**config.mk**
```make
export PLATFORM = sky130hd
export DESIGN_NAME = clock_output_enable_regs
export DESIGN_NICKNAME = d
export VERILOG_FILES = /design/src/verilog/clkgen_pkg.sv /design/src/verilog/clock_gate_bank.sv /design/src/verilog/clock_output_enable_regs.sv
export VERILOG_INCLUDE_DIRS = /design/src /design/src/verilog
export SDC_FILE = /design/constraint.sdc
export NUM_CORES = 1
export LEC_CHECK = 0
export ABC_CLOCK_PERIOD_IN_PS = 4580
export BUFFER_PORTS_ARGS = -buffer_cell sky130_fd_sc_hd__buf_2
export CAP_MARGIN = 0
export CORE_UTILIZATION = 30
export CTS_CLUSTER_DIAMETER = 120
export CTS_CLUSTER_SIZE = 14
export DETAILED_ROUTE_END_ITERATION = 10
export PLACE_DENSITY = 0.54
export SLEW_MARGIN = 20
export SYNTH_ARGS = -nofsm -noshare
export SYNTH_HDL_FRONTEND = slang
export SYNTH_SLANG_ARGS = --single-unit
```
**constraint.sdc**
```tcl
create_clock -name clk_in -period 4.58 [get_ports clk_in]
set_input_delay 1.374 -clock clk_in [delete_from_list [all_inputs] [get_ports clk_in]]
set_output_delay 1.374 -clock clk_in [all_outputs]
set_load 0.02 [all_outputs]
```
**src/verilog/clkgen_defs.svh**
```systemverilog
// constants for the two-wire control byte bank and clock gating
`ifndef CLKGEN_DEFS_SVH
`define CLKGEN_DEFS_SVH
// ----------------------------------------------------------------
// link addressing and read-back
// ----------------------------------------------------------------
`define ADDR_WR_BYTE   8'hd2
`define ADDR_RD_BYTE   8'hd3
`define RD_COUNT_BYTE  8'h06
`define IDLE_TX_BYTE   8'hff
// ----------------------------------------------------------------
// register offsets and count
// ----------------------------------------------------------------
`define NUM_REGS       6
`define REG_MISC       3'h0
`define REG_MEM_EN     3'h1
`define REG_PCI_EN     3'h2
`define REG_RSV_INV    3'h3
`define REG_RSV        3'h4
`define REG_SPARE      3'h5
// ----------------------------------------------------------------
// field positions and masks
// ----------------------------------------------------------------
`define MISC_USB_BIT   1
`define MISC_DOT_BIT   2
`define MISC_SPREAD_BIT 3
`define RSV_INV_MASK   8'h70
// ----------------------------------------------------------------
// power-on default values
// ----------------------------------------------------------------
`define RST_MISC       8'h07
`define RST_MEM_EN     8'hff
`define RST_PCI_EN     8'hff
`define RST_RSV_INV    8'h00
`define RST_RSV        8'h00
`define RST_SPARE      8'h00
// ----------------------------------------------------------------
// timing
// ----------------------------------------------------------------
`define CLK_FREQ_KHZ   25000
`define LINK_MAX_KBPS  100
`define CLK_PER_BIT    (`CLK_FREQ_KHZ / `LINK_MAX_KBPS)
`endif

```
**src/verilog/clkgen_pkg.sv**
```systemverilog
// types shared by the control byte bank and its clock gating
package clkgen_pkg;
   // ----------------------------------------------------------------
   // link state machine, one-hot
   // ----------------------------------------------------------------
   typedef enum logic [5:0] {
      ST_IDLE = 6'h01,
      ST_ADDR = 6'h02,
      ST_SACK = 6'h04,
      ST_RX   = 6'h08,
      ST_TX   = 6'h10,
      ST_RACK = 6'h20
   } link_state_t;
   // ----------------------------------------------------------------
   // carriers
   // ----------------------------------------------------------------
   typedef struct packed {
      logic scl;
      logic sda;
   } link_pins_t;
   typedef struct packed {
      logic pci;
      logic mem;
      logic dot;
      logic usb;
   } clk_src_t;
   typedef logic [5:0][7:0] reg_file_t;
endpackage : clkgen_pkg

```
**src/verilog/clock_gate_bank.sv**
```systemverilog
// glitch-free enable gating for a bank of clock outputs
`timescale 1ns/100ps
module clock_gate_bank #(
   parameter int N = 18
) (
   input  wire logic         clk_in,
   input  wire logic         rst_b_in,
   input  wire logic [N-1:0] src_in,
   input  wire logic [N-1:0] en_in,
   output logic      [N-1:0] clk_out
);
   logic [N-1:0] en_q;
   logic [N-1:0] en_d;
   logic [N-1:0] out_q;
   logic [N-1:0] out_d;

   // ----------------------------------------------------------------
   // enable taken only in the low phase
   // ----------------------------------------------------------------
   always_comb begin
      for (int i = 0; i < N; i++) begin
         en_d[i] = src_in[i] ? en_q[i] : en_in[i];
      end
      out_d = src_in & en_q;
   end

   always_ff @(posedge clk_in) begin
      if (!rst_b_in) begin
         en_q  <= '0;
         out_q <= '0;
      end else begin
         en_q  <= en_d;
         out_q <= out_d;
      end
   end

   assign clk_out = out_q;
endmodule : clock_gate_bank

```
**src/verilog/clock_output_enable_regs.sv**
```systemverilog
// two-wire slave control byte bank driving gated clock outputs
`timescale 1ns/100ps
`include "clkgen_defs.svh"
module clock_output_enable_regs #(
   parameter int FS_W = 2
) (
   input  wire logic                   clk_in,
   input  wire logic                   rst_b_in,
   input  wire clkgen_pkg::link_pins_t link_in,
   output logic                        sda_out,
   output logic                        sda_oe_out,
   input  wire clkgen_pkg::clk_src_t   src_in,
   input  wire logic [FS_W-1:0]        freq_select_pin_in,
   output logic      [7:0]             pci_clock_out,
   output logic      [7:0]             mem_clock_out,
   output logic                        mem_free_clock_out,
   output logic                        dot_clock_out,
   output logic                        usb_clock_out,
   output logic                        spread_on_out,
   output logic      [FS_W-1:0]        fs_latched_out
);
   import clkgen_pkg::*;

   // ----------------------------------------------------------------
   // state
   // ----------------------------------------------------------------
   link_state_t     state_q;
   link_state_t     state_d;
   logic            scl_q;
   logic            sda_q;
   logic [3:0]      bit_q;
   logic [3:0]      bit_d;
   logic [7:0]      sh_q;
   logic [7:0]      sh_d;
   logic            rd_q;
   logic            rd_d;
   logic            ack_q;
   logic            ack_d;
   logic [3:0]      wcnt_q;
   logic [3:0]      wcnt_d;
   logic [3:0]      ridx_q;
   logic [3:0]      ridx_d;
   logic            oe_q;
   logic            oe_d;
   reg_file_t       regs_q;
   reg_file_t       regs_d;
   logic [FS_W-1:0] fs_q;
   logic [FS_W-1:0] fs_d;
   logic            fs_done_q;
   logic            free_q;
   logic            rise;
   logic            fall;
   logic            start;
   logic            stop;
   logic [7:0]      tx_next;
   logic [17:0]     gate_src;
   logic [17:0]     gate_en;
   logic [17:0]     gate_out;

   // ----------------------------------------------------------------
   // read-back byte for a transmit index (0 = byte count)
   // ----------------------------------------------------------------
   function automatic logic [7:0] rd_byte(input reg_file_t r, input logic [3:0] i);
      logic [2:0] k;
      k = 3'(i - 4'h1);
      if (i == 4'h0) begin
         rd_byte = `RD_COUNT_BYTE;
      end else if (i > 4'(`NUM_REGS)) begin
         rd_byte = `IDLE_TX_BYTE;
      end else if (k == `REG_RSV_INV) begin
         rd_byte = r[k] ^ `RSV_INV_MASK;
      end else begin
         rd_byte = r[k];
      end
   endfunction : rd_byte

   // ----------------------------------------------------------------
   // link events; pins arrive synchronous, one sample kept for edges
   // ----------------------------------------------------------------
   assign rise    = link_in.scl & ~scl_q;
   assign fall    = ~link_in.scl & scl_q;
   assign start   = scl_q & link_in.scl & sda_q & ~link_in.sda;
   assign stop    = scl_q & link_in.scl & ~sda_q & link_in.sda;
   assign tx_next = rd_byte(regs_q, ridx_q);

   // ----------------------------------------------------------------
   // link state machine and register loading
   // ----------------------------------------------------------------
   // every bit is seen on many clk_in edges at 100 kbit/s, so the
   // single-sample edge detect has ample margin
   always_comb begin
      state_d = state_q;
      bit_d   = bit_q;
      sh_d    = sh_q;
      rd_d    = rd_q;
      ack_d   = ack_q;
      wcnt_d  = wcnt_q;
      ridx_d  = ridx_q;
      oe_d    = oe_q;
      regs_d  = regs_q;
      if (stop) begin
         state_d = ST_IDLE;
         oe_d    = 1'b0;
      end else if (start) begin
         state_d = ST_ADDR;
         bit_d   = 4'h0;
         oe_d    = 1'b0;
      end else begin
         case (state_q)
            ST_IDLE: begin
               oe_d = 1'b0;
            end
            ST_ADDR: begin
               if (rise) begin
                  sh_d  = {sh_q[6:0], link_in.sda};
                  bit_d = bit_q + 4'h1;
               end else if (fall && bit_q == 4'h8) begin
                  if (sh_q == `ADDR_WR_BYTE || sh_q == `ADDR_RD_BYTE) begin
                     state_d = ST_SACK;
                     oe_d    = 1'b1;
                     rd_d    = sh_q[0];
                     wcnt_d  = 4'h0;
                     ridx_d  = 4'h0;
                  end else begin
                     state_d = ST_IDLE;
                  end
               end
            end
            ST_SACK: begin
               if (fall) begin
                  bit_d = 4'h0;
                  if (rd_q) begin
                     state_d = ST_TX;
                     sh_d    = tx_next;
                     oe_d    = ~tx_next[7];
                     ridx_d  = (ridx_q < 4'h7) ? ridx_q + 4'h1 : ridx_q;
                  end else begin
                     state_d = ST_RX;
                     oe_d    = 1'b0;
                  end
               end
            end
            ST_RX: begin
               if (rise) begin
                  sh_d  = {sh_q[6:0], link_in.sda};
                  bit_d = bit_q + 4'h1;
               end else if (fall && bit_q == 4'h8) begin
                  // command and count bytes are acknowledged, not stored
                  if (wcnt_q >= 4'h2 && wcnt_q < 4'(`NUM_REGS + 2)) begin
                     regs_d[3'(wcnt_q - 4'h2)] = sh_q;
                  end
                  wcnt_d  = (wcnt_q < 4'h8) ? wcnt_q + 4'h1 : wcnt_q;
                  state_d = ST_SACK;
                  oe_d    = 1'b1;
               end
            end
            ST_TX: begin
               if (rise) begin
                  bit_d = bit_q + 4'h1;
               end else if (fall) begin
                  if (bit_q == 4'h8) begin
                     state_d = ST_RACK;
                     oe_d    = 1'b0;
                  end else begin
                     sh_d = {sh_q[6:0], 1'b0};
                     oe_d = ~sh_q[6];
                  end
               end
            end
            ST_RACK: begin
               if (rise) begin
                  if (link_in.sda) begin
                     state_d = ST_IDLE;
                  end else begin
                     ack_d = 1'b1;
                  end
               end else if (fall && ack_q) begin
                  ack_d   = 1'b0;
                  bit_d   = 4'h0;
                  state_d = ST_TX;
                  sh_d    = tx_next;
                  oe_d    = ~tx_next[7];
                  ridx_d  = (ridx_q < 4'h7) ? ridx_q + 4'h1 : ridx_q;
               end
            end
            default: begin
               state_d = ST_IDLE;
               oe_d    = 1'b0;
            end
         endcase
      end
   end

   // ----------------------------------------------------------------
   // frequency-select capture after reset release
   // ----------------------------------------------------------------
   always_comb begin
      fs_d = fs_done_q ? fs_q : ~freq_select_pin_in;
   end

   always_ff @(posedge clk_in) begin
      if (!rst_b_in) begin
         state_q   <= ST_IDLE;
         scl_q     <= 1'b1;
         sda_q     <= 1'b1;
         bit_q     <= 4'h0;
         sh_q      <= 8'h00;
         rd_q      <= 1'b0;
         ack_q     <= 1'b0;
         wcnt_q    <= 4'h0;
         ridx_q    <= 4'h0;
         oe_q      <= 1'b0;
         regs_q    <= {`RST_SPARE, `RST_RSV, `RST_RSV_INV,
                       `RST_PCI_EN, `RST_MEM_EN, `RST_MISC};
         fs_q      <= '0;
         fs_done_q <= 1'b0;
         free_q    <= 1'b0;
      end else begin
         state_q   <= state_d;
         scl_q     <= link_in.scl;
         sda_q     <= link_in.sda;
         bit_q     <= bit_d;
         sh_q      <= sh_d;
         rd_q      <= rd_d;
         ack_q     <= ack_d;
         wcnt_q    <= wcnt_d;
         ridx_q    <= ridx_d;
         oe_q      <= oe_d;
         regs_q    <= regs_d;
         fs_q      <= fs_d;
         fs_done_q <= 1'b1;
         free_q    <= src_in.mem;
      end
   end

   // ----------------------------------------------------------------
   // output gating
   // ----------------------------------------------------------------
   assign gate_src = {src_in.usb, src_in.dot, {8{src_in.mem}}, {8{src_in.pci}}};
   assign gate_en  = {regs_q[`REG_MISC][`MISC_USB_BIT],
                      regs_q[`REG_MISC][`MISC_DOT_BIT],
                      regs_q[`REG_MEM_EN], regs_q[`REG_PCI_EN]};

   clock_gate_bank #(
      .N(18)
   ) u_gate (
      .clk_in  (clk_in),
      .rst_b_in(rst_b_in),
      .src_in  (gate_src),
      .en_in   (gate_en),
      .clk_out (gate_out)
   );

   assign pci_clock_out      = gate_out[7:0];
   assign mem_clock_out      = gate_out[15:8];
   assign dot_clock_out      = gate_out[16];
   assign usb_clock_out      = gate_out[17];
   assign mem_free_clock_out = free_q;
   assign spread_on_out      = ~regs_q[`REG_MISC][`MISC_SPREAD_BIT];
   assign fs_latched_out     = fs_q;
   // open drain: the pin is only ever pulled low
   assign sda_out            = 1'b0;
   assign sda_oe_out         = oe_q;
endmodule : clock_output_enable_regs

```
==> out/summary.log, run 1 <==
[status] run status finished clean
[routing] DRT met1 WL 6747 µm
[final_layout] synthesis-to-layout area growth 15.20%
[setup_path] Critical Path AT 3.14 ns
[floorplan] core outline area 18640 µm²
[clock_tree] clk root buf sky130_fd_sc_hd__clkbuf_16
[routing] post-detailed-route wirelength per cell 16.57 µm
[clock_tree] cts repair resizes 0
[timing] Hold Violations, Final 0
[timing] Worst Tran Pin Value 0.8382 ns
[yosys] simple-gate portion of the synthesized area 21.81%
[yosys] XOR/XNOR share of the synthesized area 0.8995%
[clock_tree] clock insertion delay at the later pin of the skew report 0.41 ns
[yosys] post-synth design cell area 5703 µm²
[run] maxcap violations 0
[yosys] main combinational cell family by area after synthesis simple AND/OR/NAND/NOR gates
[final_layout] net count reported at finish 620
[global_routing] antenna violations before repair 0
[clock_tree] CTS tree built
[yosys] dominant cell by count in the synthesized netlist sky130_fd_sc_hd__dfxtp_1
[global_routing] via count of the first global-routing pass 4325
[global_routing] GRT Util Overall 15.09%
[clock_tree] TritonCTS Buffers 17
[routing] Routed met2 length 6614 µm
[routing] routed length on met3 414 µm
[final_layout] diode count 0
[yosys] leading post-synthesis cells by cell area sky130_fd_sc_hd__dfxtp_1 (42%), sky130_fd_sc_hd__mux2i_1 (15%), sky130_fd_sc_hd__nor2_1 (4.6%)
[yosys] top post-synthesis cells by count sky130_fd_sc_hd__dfxtp_1 (119), sky130_fd_sc_hd__mux2i_1 (86), sky130_fd_sc_hd__nor2_1 (70), sky130_fd_sc_hd__nand2_1 (36), sky130_fd_sc_hd__clkbuf_1 (23)
[routing] post-detailed-route DRC marker count 0
[yosys] area fraction of the dominant cell type after synthesis 41.77%
[routing] via total after detailed routing 4412
[floorplan] die area 19570 µm²
[timing] final-layout setup total negative slack 0 ns
[timing] share of the clock period used by the worst path after layout 62.56%
[pwr] total chip power 2621 µW
[routing] antenna-violating nets left 0
[routing] uppermost layer routed met4
[setup_path] CP Launch Type input port
[global_routing] pin count of the biggest net entering global routing 50
[setup_path] path type of the worst setup path in2reg
[floorplan] effective utilization at floorplan 30.59%
[pwr] Static Leak 0.002927 µW
[clock_tree] count of hold buffers inserted by post-cts repair 0
[floorplan] # IOs 34
[clock_tree] # H-tree levels 4
[yosys] Synth Area in Adders 1.755%
[pwr] worst vdd ir 0.2585 mV
[placement] routability congestion estimate from global placement 0.9015
[global_routing] Overflow after GRT 0
[final_layout] sequential cell area 2382 µm²
[yosys] proportion of synthesized area in mux cells 17.86%
[final_layout] Filler Cell Count 1886
[timing] normalized max-slew margin 43.92%
[yosys] share of the yosys chip area belonging to registers 41.77%
[floorplan] standard-cell row count 50
[final_layout] area occupied by multi-input gates 3047 µm²
[clock_tree] Sink Count 119
[routing] first drt pass iteration count 4
[routing] total detailed-routing wirelength 14070 µm
[placement] input/output buffers 32
[yosys] count of flip-flops with a built-in enable after synthesis 0
[timing] unrepaired setup endpoints after global routing no
[timing] final worst clock skew 0.01184 ns
[routing] vias per inst 5.197
[floorplan] x dimension of the die 139.9 µm
[final_layout] Finished Core Util 35.24%
[yosys] Synth Area in Compound Gates 11.04%
[yosys] gate count after technology mapping 591
[setup_path] type of destination of the critical path flip-flop
[routing] number of violations reported at the end of detailed-routing iteration 0 284
[global_routing] wire length of the first global-routing pass 22970 µm
[clock_tree] Max Buffers Root-to-Sink 2
[yosys] post-synth top area cell sky130_fd_sc_hd__dfxtp_1
[yosys] register bit total from synthesis 119
[timing] highest achievable clock rate 0.3490 GHz
[yosys] Post-Syn Area per Cell 9.650 µm²
[timing] crit path time final 2.865 ns
[setup_path] reg-to-reg setup timing slack 1.90 ns
[yosys] Syn Nets 609
[yosys] Cell variety after synth 72
[setup_path] endpoint required time on the critical path 4.86 ns
[pwr] power density relative to cell area 399.0 nW/µm²
[final_layout] share of layout cells above drive strength 1 16.10%
[yosys] dominant register cell in the synthesized netlist sky130_fd_sc_hd__dfxtp_1
[timing] final setup violation count 0
[worst_hold_path] worst min-delay path class reg2reg
[clock_tree] number of buffers inserted to repair setup after CTS 0
[yosys] count of warnings emitted by yosys 0
[placement] Detail Placement HPWL 9729 µm
[yosys] proportion of synthesized flip-flops having asynchronous set or reset 0%
[timing] Final Max Slew Viols 0
[setup_path] critical path peak fanout 12
[floorplan] die height 139.9 µm
[clock_tree] clk slew on worst S/H paths 0.06 ns
## cell type report
class,instances,area share (%)
inverters,15,0.8570
multi-input cells,413,46.37
flip-flops and latches,119,36.26
repair buffers,36,2.895
well taps,234,4.456
clock inverters,14,2.476
clock buffers,18,6.684
## path summary, 6_finish.rpt
kind	startpoint	end	cells past startpoint
worst min register to register	u_gate.en_q[17]	u_gate.clk_out[17]	1
worst min-delay path	u_gate.en_q[17]	u_gate.clk_out[17]	1
worst max register to register	state_q[2]	sh_q[5]	5
worst max-delay path	link_in[1]	gate_en[2]	6
## critical path: stages
cell	delay [ns]
sky130_fd_sc_hd__buf_2	0.16
sky130_fd_sc_hd__nand2b_4	0.19
sky130_fd_sc_hd__nor4_4	0.75
sky130_fd_sc_hd__nand4_4	0.34
sky130_fd_sc_hd__mux2i_1	0.24
sky130_fd_sc_hd__nand2_1	0.08
## cells by family after synthesis
logic type	Yosys count
AOI/OAI and AO/OA	90
xor gates and xnor gates	5
muxes	95
adders and majority gates	8
DFF	119
other	1
buffers and inverters	59
and+or+nand+nor	214
## power breakdown
part           leakage (µW)  internal, µW  switching [µW]
clock              0.000282           828             517
sequential         0.000969          1060            33.7
combinational       0.00168          64.6             115
## sequential cells by signal, indices dropped and copies added, names as in the netlist, 2 cells and up
signal	count
wcnt_q	4
u_gate.clk_out	18
regs_q	30
sh_q	8
gate_en	18
state_q	6
ridx_q	4
bit_q	4
fs_latched_out	2
u_gate.en_q	18
## layer usage
metal  vias up  GRT usage (%)
met2       101          23.79
met4         0          7.808
met1      2133          19.57
met3        19          2.891
met5         -              0
li1       2159              -
## metrics by stage
step / hold WS [ns] / setup slack (ns) / instances / instance area [µm²]
2_1_floorplan: 0.4399 / 1.696 / 591 / 5703
3_3_place_gp: 0.4601 / 1.314 / 817 / 5968
3_5_place_dp: 0.4701 / 1.257 / 817 / 5968
4_1_cts: 0.4842 / 1.722 / 849 / 6570
5_1_grt: 0.5079 / 1.620 / 849 / 6570
6_report: 0.4786 / 1.715 / 849 / 6570
## placed cells by master (no fill, tap or decap), types with 5 or more instances in the layout
master | Yosys | final
sky130_fd_sc_hd__nand2_1 | 36 | 36
sky130_fd_sc_hd__a31oi_1 | 7 | 7
sky130_fd_sc_hd__and2_1 | 7 | 7
sky130_fd_sc_hd__nand3_1 | 10 | 10
sky130_fd_sc_hd__o22ai_1 | 6 | 6
sky130_fd_sc_hd__mux4_2 | 5 | 5
sky130_fd_sc_hd__a311oi_1 | 5 | 5
sky130_fd_sc_hd__dfxtp_1 | 119 | 119
sky130_fd_sc_hd__a21oi_1 | 21 | 21
sky130_fd_sc_hd__o21ai_0 | 8 | 8
sky130_fd_sc_hd__mux2i_1 | 86 | 86
sky130_fd_sc_hd__ha_1 | 8 | 8
sky130_fd_sc_hd__nand2b_1 | 8 | 8
sky130_fd_sc_hd__nand4_1 | 10 | 10
sky130_fd_sc_hd__and3_1 | 22 | 22
sky130_fd_sc_hd__nor2_1 | 70 | 70
sky130_fd_sc_hd__inv_1 | 14 | 14
sky130_fd_sc_hd__a211oi_1 | 6 | 6
sky130_fd_sc_hd__clkbuf_16 | 0 | 17
sky130_fd_sc_hd__nand4_4 | 6 | 6
sky130_fd_sc_hd__o31ai_1 | 6 | 6
sky130_fd_sc_hd__inv_6 | 0 | 5
sky130_fd_sc_hd__buf_2 | 11 | 32
sky130_fd_sc_hd__nor3_1 | 11 | 11
Power figures use the tool's default switching activity.
==> run 2, diff against run 1 <==
- ABC_CLOCK_PERIOD_IN_PS: 4580 -> 2500
- PLACE_DENSITY: 0.54 -> 0.56
- clock period: 4.58 -> 2.5 ns (I/O delays scaled with it)
==> run 2 against run 1 <==
- first-iteration DRC count grew 9.5%
- critical endpoint is now sh_q[3]
- sequential cell count is the same
- setup slack lost 1.5 ns
- largest power group unchanged
- clock skew grew 0.00076 ns
- hold slack is essentially flat
- routed wire length grew 4.4%
- via count grew 5.8%
- register-to-register slack lost 1.7 ns
- sequential power grew 82%
==> out/summary.log, run 2 (same netlist as run 1, synthesis figures left out) <==
[status] run status finished clean
[timing] unrepaired setup endpoints after global routing no
[routing] post-detailed-route wirelength per cell 16.73 µm [+0.94%]
[setup_path] cell family contributing the most delay on the critical path compound AO/OA/AOI/OAI gates
[worst_hold_path] worst min-delay path class reg2reg
[setup_path] path length in cells of the critical path 5 [-1]
[global_routing] via count of the first global-routing pass 4559 [+5.4%]
[global_routing] GRT Util Overall 15.39% [+0.29 points]
[placement] worst setup slack before clock tree synthesis 0.1310 ns [-1.126 ns]
[placement] routability congestion estimate from global placement 0.8677 [-3.7%]
[clock_tree] clk root buf sky130_fd_sc_hd__clkbuf_16
[setup_path] critical path peak fanout 11 [-1]
[final_layout] diode count 0 [unchanged]
[clock_tree] Sink Count 119 [unchanged]
[pwr] power density relative to cell area 708.9 nW/µm² [+78%]
[pwr] Static Leak 0.003073 µW [+5.0%]
[clock_tree] clock insertion delay at the later pin of the skew report 0.42 ns [about the same]
[timing] final-layout setup total negative slack 0 ns [unchanged]
[final_layout] final cell count without fillers 878 [+3.4%]
[final_layout] net count reported at finish 649 [+4.7%]
[setup_path] CP Launch Type flip-flop
[placement] Detail Placement HPWL 10400 µm [+6.9%]
[timing] final setup violation count 0 [unchanged]
[timing] normalized max-slew margin 63.20% [+19 points]
[floorplan] die area 19570 µm² [unchanged]
[clock_tree] clk slew on worst S/H paths 0.06 ns [about the same]
[floorplan] core outline area 18640 µm² [unchanged]
[clock_tree] CTS tree built
[final_layout] most common library cell in the layout ignoring fill and taps sky130_fd_sc_hd__dfxtp_1
[routing] post-detailed-route DRC marker count 0 [unchanged]
[routing] first drt pass iteration count 5 [+1]
[placement] input/output buffers 32 [unchanged]
[setup_path] path type of the worst setup path reg2reg
[timing] Worst Tran Pin Value 0.5513 ns [-0.2869 ns]
[pwr] worst vdd ir 0.4428 mV [+71%]
[placement] Placement Cell Area 6186 µm² [+3.6%]
[clock_tree] Max Buffers Root-to-Sink 2 [unchanged]
[final_layout] synthesis-to-layout area growth 18.76%
[placement] placed cells 846 [+3.5%]
[setup_path] maximum single-stage delay on the critical path 0.67 ns [-0.08 ns]
[floorplan] # IOs 34 [unchanged]
[routing] number of violations reported at the end of detailed-routing iteration 0 311 [+9.5%]
[setup_path] sequence of cells on the critical path xor2_2 > nand3_2 > o221a_2 > and3_1 > a211oi_1
[run] maxcap violations 0 [unchanged]
[clock_tree] # H-tree levels 4 [unchanged]
[setup_path] crit path max-delay cell type sky130_fd_sc_hd__dfxtp_1
[final_layout] final design instance area without fill 6773 µm² [+3.1%]
[final_layout] max FFs per register 30 [unchanged]
[floorplan] die height 139.9 µm [unchanged]
[setup_path] type of destination of the critical path flip-flop
[setup_path] Critical Path AT 2.64 ns [-0.50 ns]
[timing] final worst clock skew 0.01260 ns [+0.0007632 ns]
[floorplan] x dimension of the die 139.9 µm [unchanged]
[routing] total detailed-routing wirelength 14690 µm [+4.4%]
[setup_path] cell count of the worst reg-to-reg path 5 [unchanged]
[global_routing] pin count of the biggest net entering global routing 40 [-20%]
[routing] vias per inst 5.319 [+2.4%]
[setup_path] endpoint required time on the critical path 2.82 ns [-2.04 ns]
[clock_tree] TritonCTS Buffers 17 [unchanged]
[setup_path] number of buffer and inverter stages on the critical path 0 [-1]
[final_layout] leading cell types in the layout, fill and taps excluded sky130_fd_sc_hd__dfxtp_1 (119), sky130_fd_sc_hd__mux2i_1 (86), sky130_fd_sc_hd__nor2_1 (69), sky130_fd_sc_hd__nand2_1 (36), sky130_fd_sc_hd__buf_4 (33)
[timing] Final Max Slew Viols 0 [unchanged]
[clock_tree] number of buffers inserted to repair setup after CTS 0 [unchanged]
[final_layout] share of layout cells above drive strength 1 20.03% [+3.9 points]
[global_routing] Overflow after GRT 0 [unchanged]
[floorplan] standard-cell row count 50 [unchanged]
[timing] highest achievable clock rate 0.4300 GHz
[routing] via total after detailed routing 4670 [+5.8%]
[global_routing] wire length of the first global-routing pass 23520 µm [+2.4%]
[global_routing] antenna violations before repair 0 [unchanged]
[floorplan] effective utilization at floorplan 30.59% [unchanged]
[routing] antenna-violating nets left 0 [unchanged]
[timing] share of the clock period used by the worst path after layout 93.03%
[timing] Hold Violations, Final 0 [unchanged]
[worst_hold_path] Hold Crit Depth 1 [unchanged]
[timing] Final WS setup 0.1743 ns [-1.540 ns]
[timing] crit path time final 2.326 ns
[final_layout] largest register by flop count regs_q
## run 2: changes by cell type in the layout (fill, tap and decap cells not counted), sizes merged
cell,before,now
bufinv,2,1
clkinvlp,4,2
inv,20,24
buf,36,65
clkbuf,18,17
## run 2: routing by layer
metal | GRT usage, % | up-vias | share of wire [%]
met4 | 7.345 | 0 | 2.9
li1 | - | 2225 | -
met2 | 24.61 | 170 | 46
met5 | 0 | - | 0
met3 | 2.994 | 35 | 4.9
met1 | 19.85 | 2240 | 46
## run 2: final cells by class
cell class                      instances  area (µm²)
Timing Repair Buffer                   65       407.9
Multi-Input combinational cell        413        3049
Sequential cell                       119        2382
Fill cell                            1830       11870
Clock buffer                           17       425.4
Inverter                               15       56.30
Tap cell                              234       292.8
Clock inverter                         15       158.9
## run 2: path summary, 6_finish.rpt
kind	end	slack (ns)	from
worst max-delay path	sh_q[3]	0.17	state_q[1]
worst min-delay path	u_gate.clk_out[8]	0.48	u_gate.en_q[8]
worst max register to register	sh_q[3]	0.17	state_q[1]
worst min register to register	u_gate.clk_out[8]	0.48	u_gate.en_q[8]
## run 2: worst register-to-register path, delay by kind of cell, from the launching register on
family	cells	cell delay (ns)
compound gates	2	0.68
flops	1	0.67
simple gates	2	0.49
xor+xnor	1	0.38
## run 2: repair_timing
action | in CTS | in global routing
gates resized for setup | 0 | 1
hold buffers | 0 | 0
setup endpoints to repair | 0 | 7
## run 2: metrics by stage
stage / util, % / power (µW) / hold WS [ns]
3_3_place_gp: 33.18 / 2397 / 0.4528
4_1_cts: 36.32 / 4848 / 0.4801
2_1_floorplan: - / 2292 / 0.4399
5_1_grt: 36.33 / 4978 / 0.4949
6_report: 36.33 / 4801 / 0.4785
3_5_place_dp: 33.18 / 2402 / 0.4707
## run 2: power by group
part	switching, µW	leakage [µW]	total (µW)	internal (µW)
logic	230	0.00182	369	139
clock network	1020	0.000285	2430	1410
registers	49.2	0.000969	2000	1950
total	1300	0.00307	4800	3500
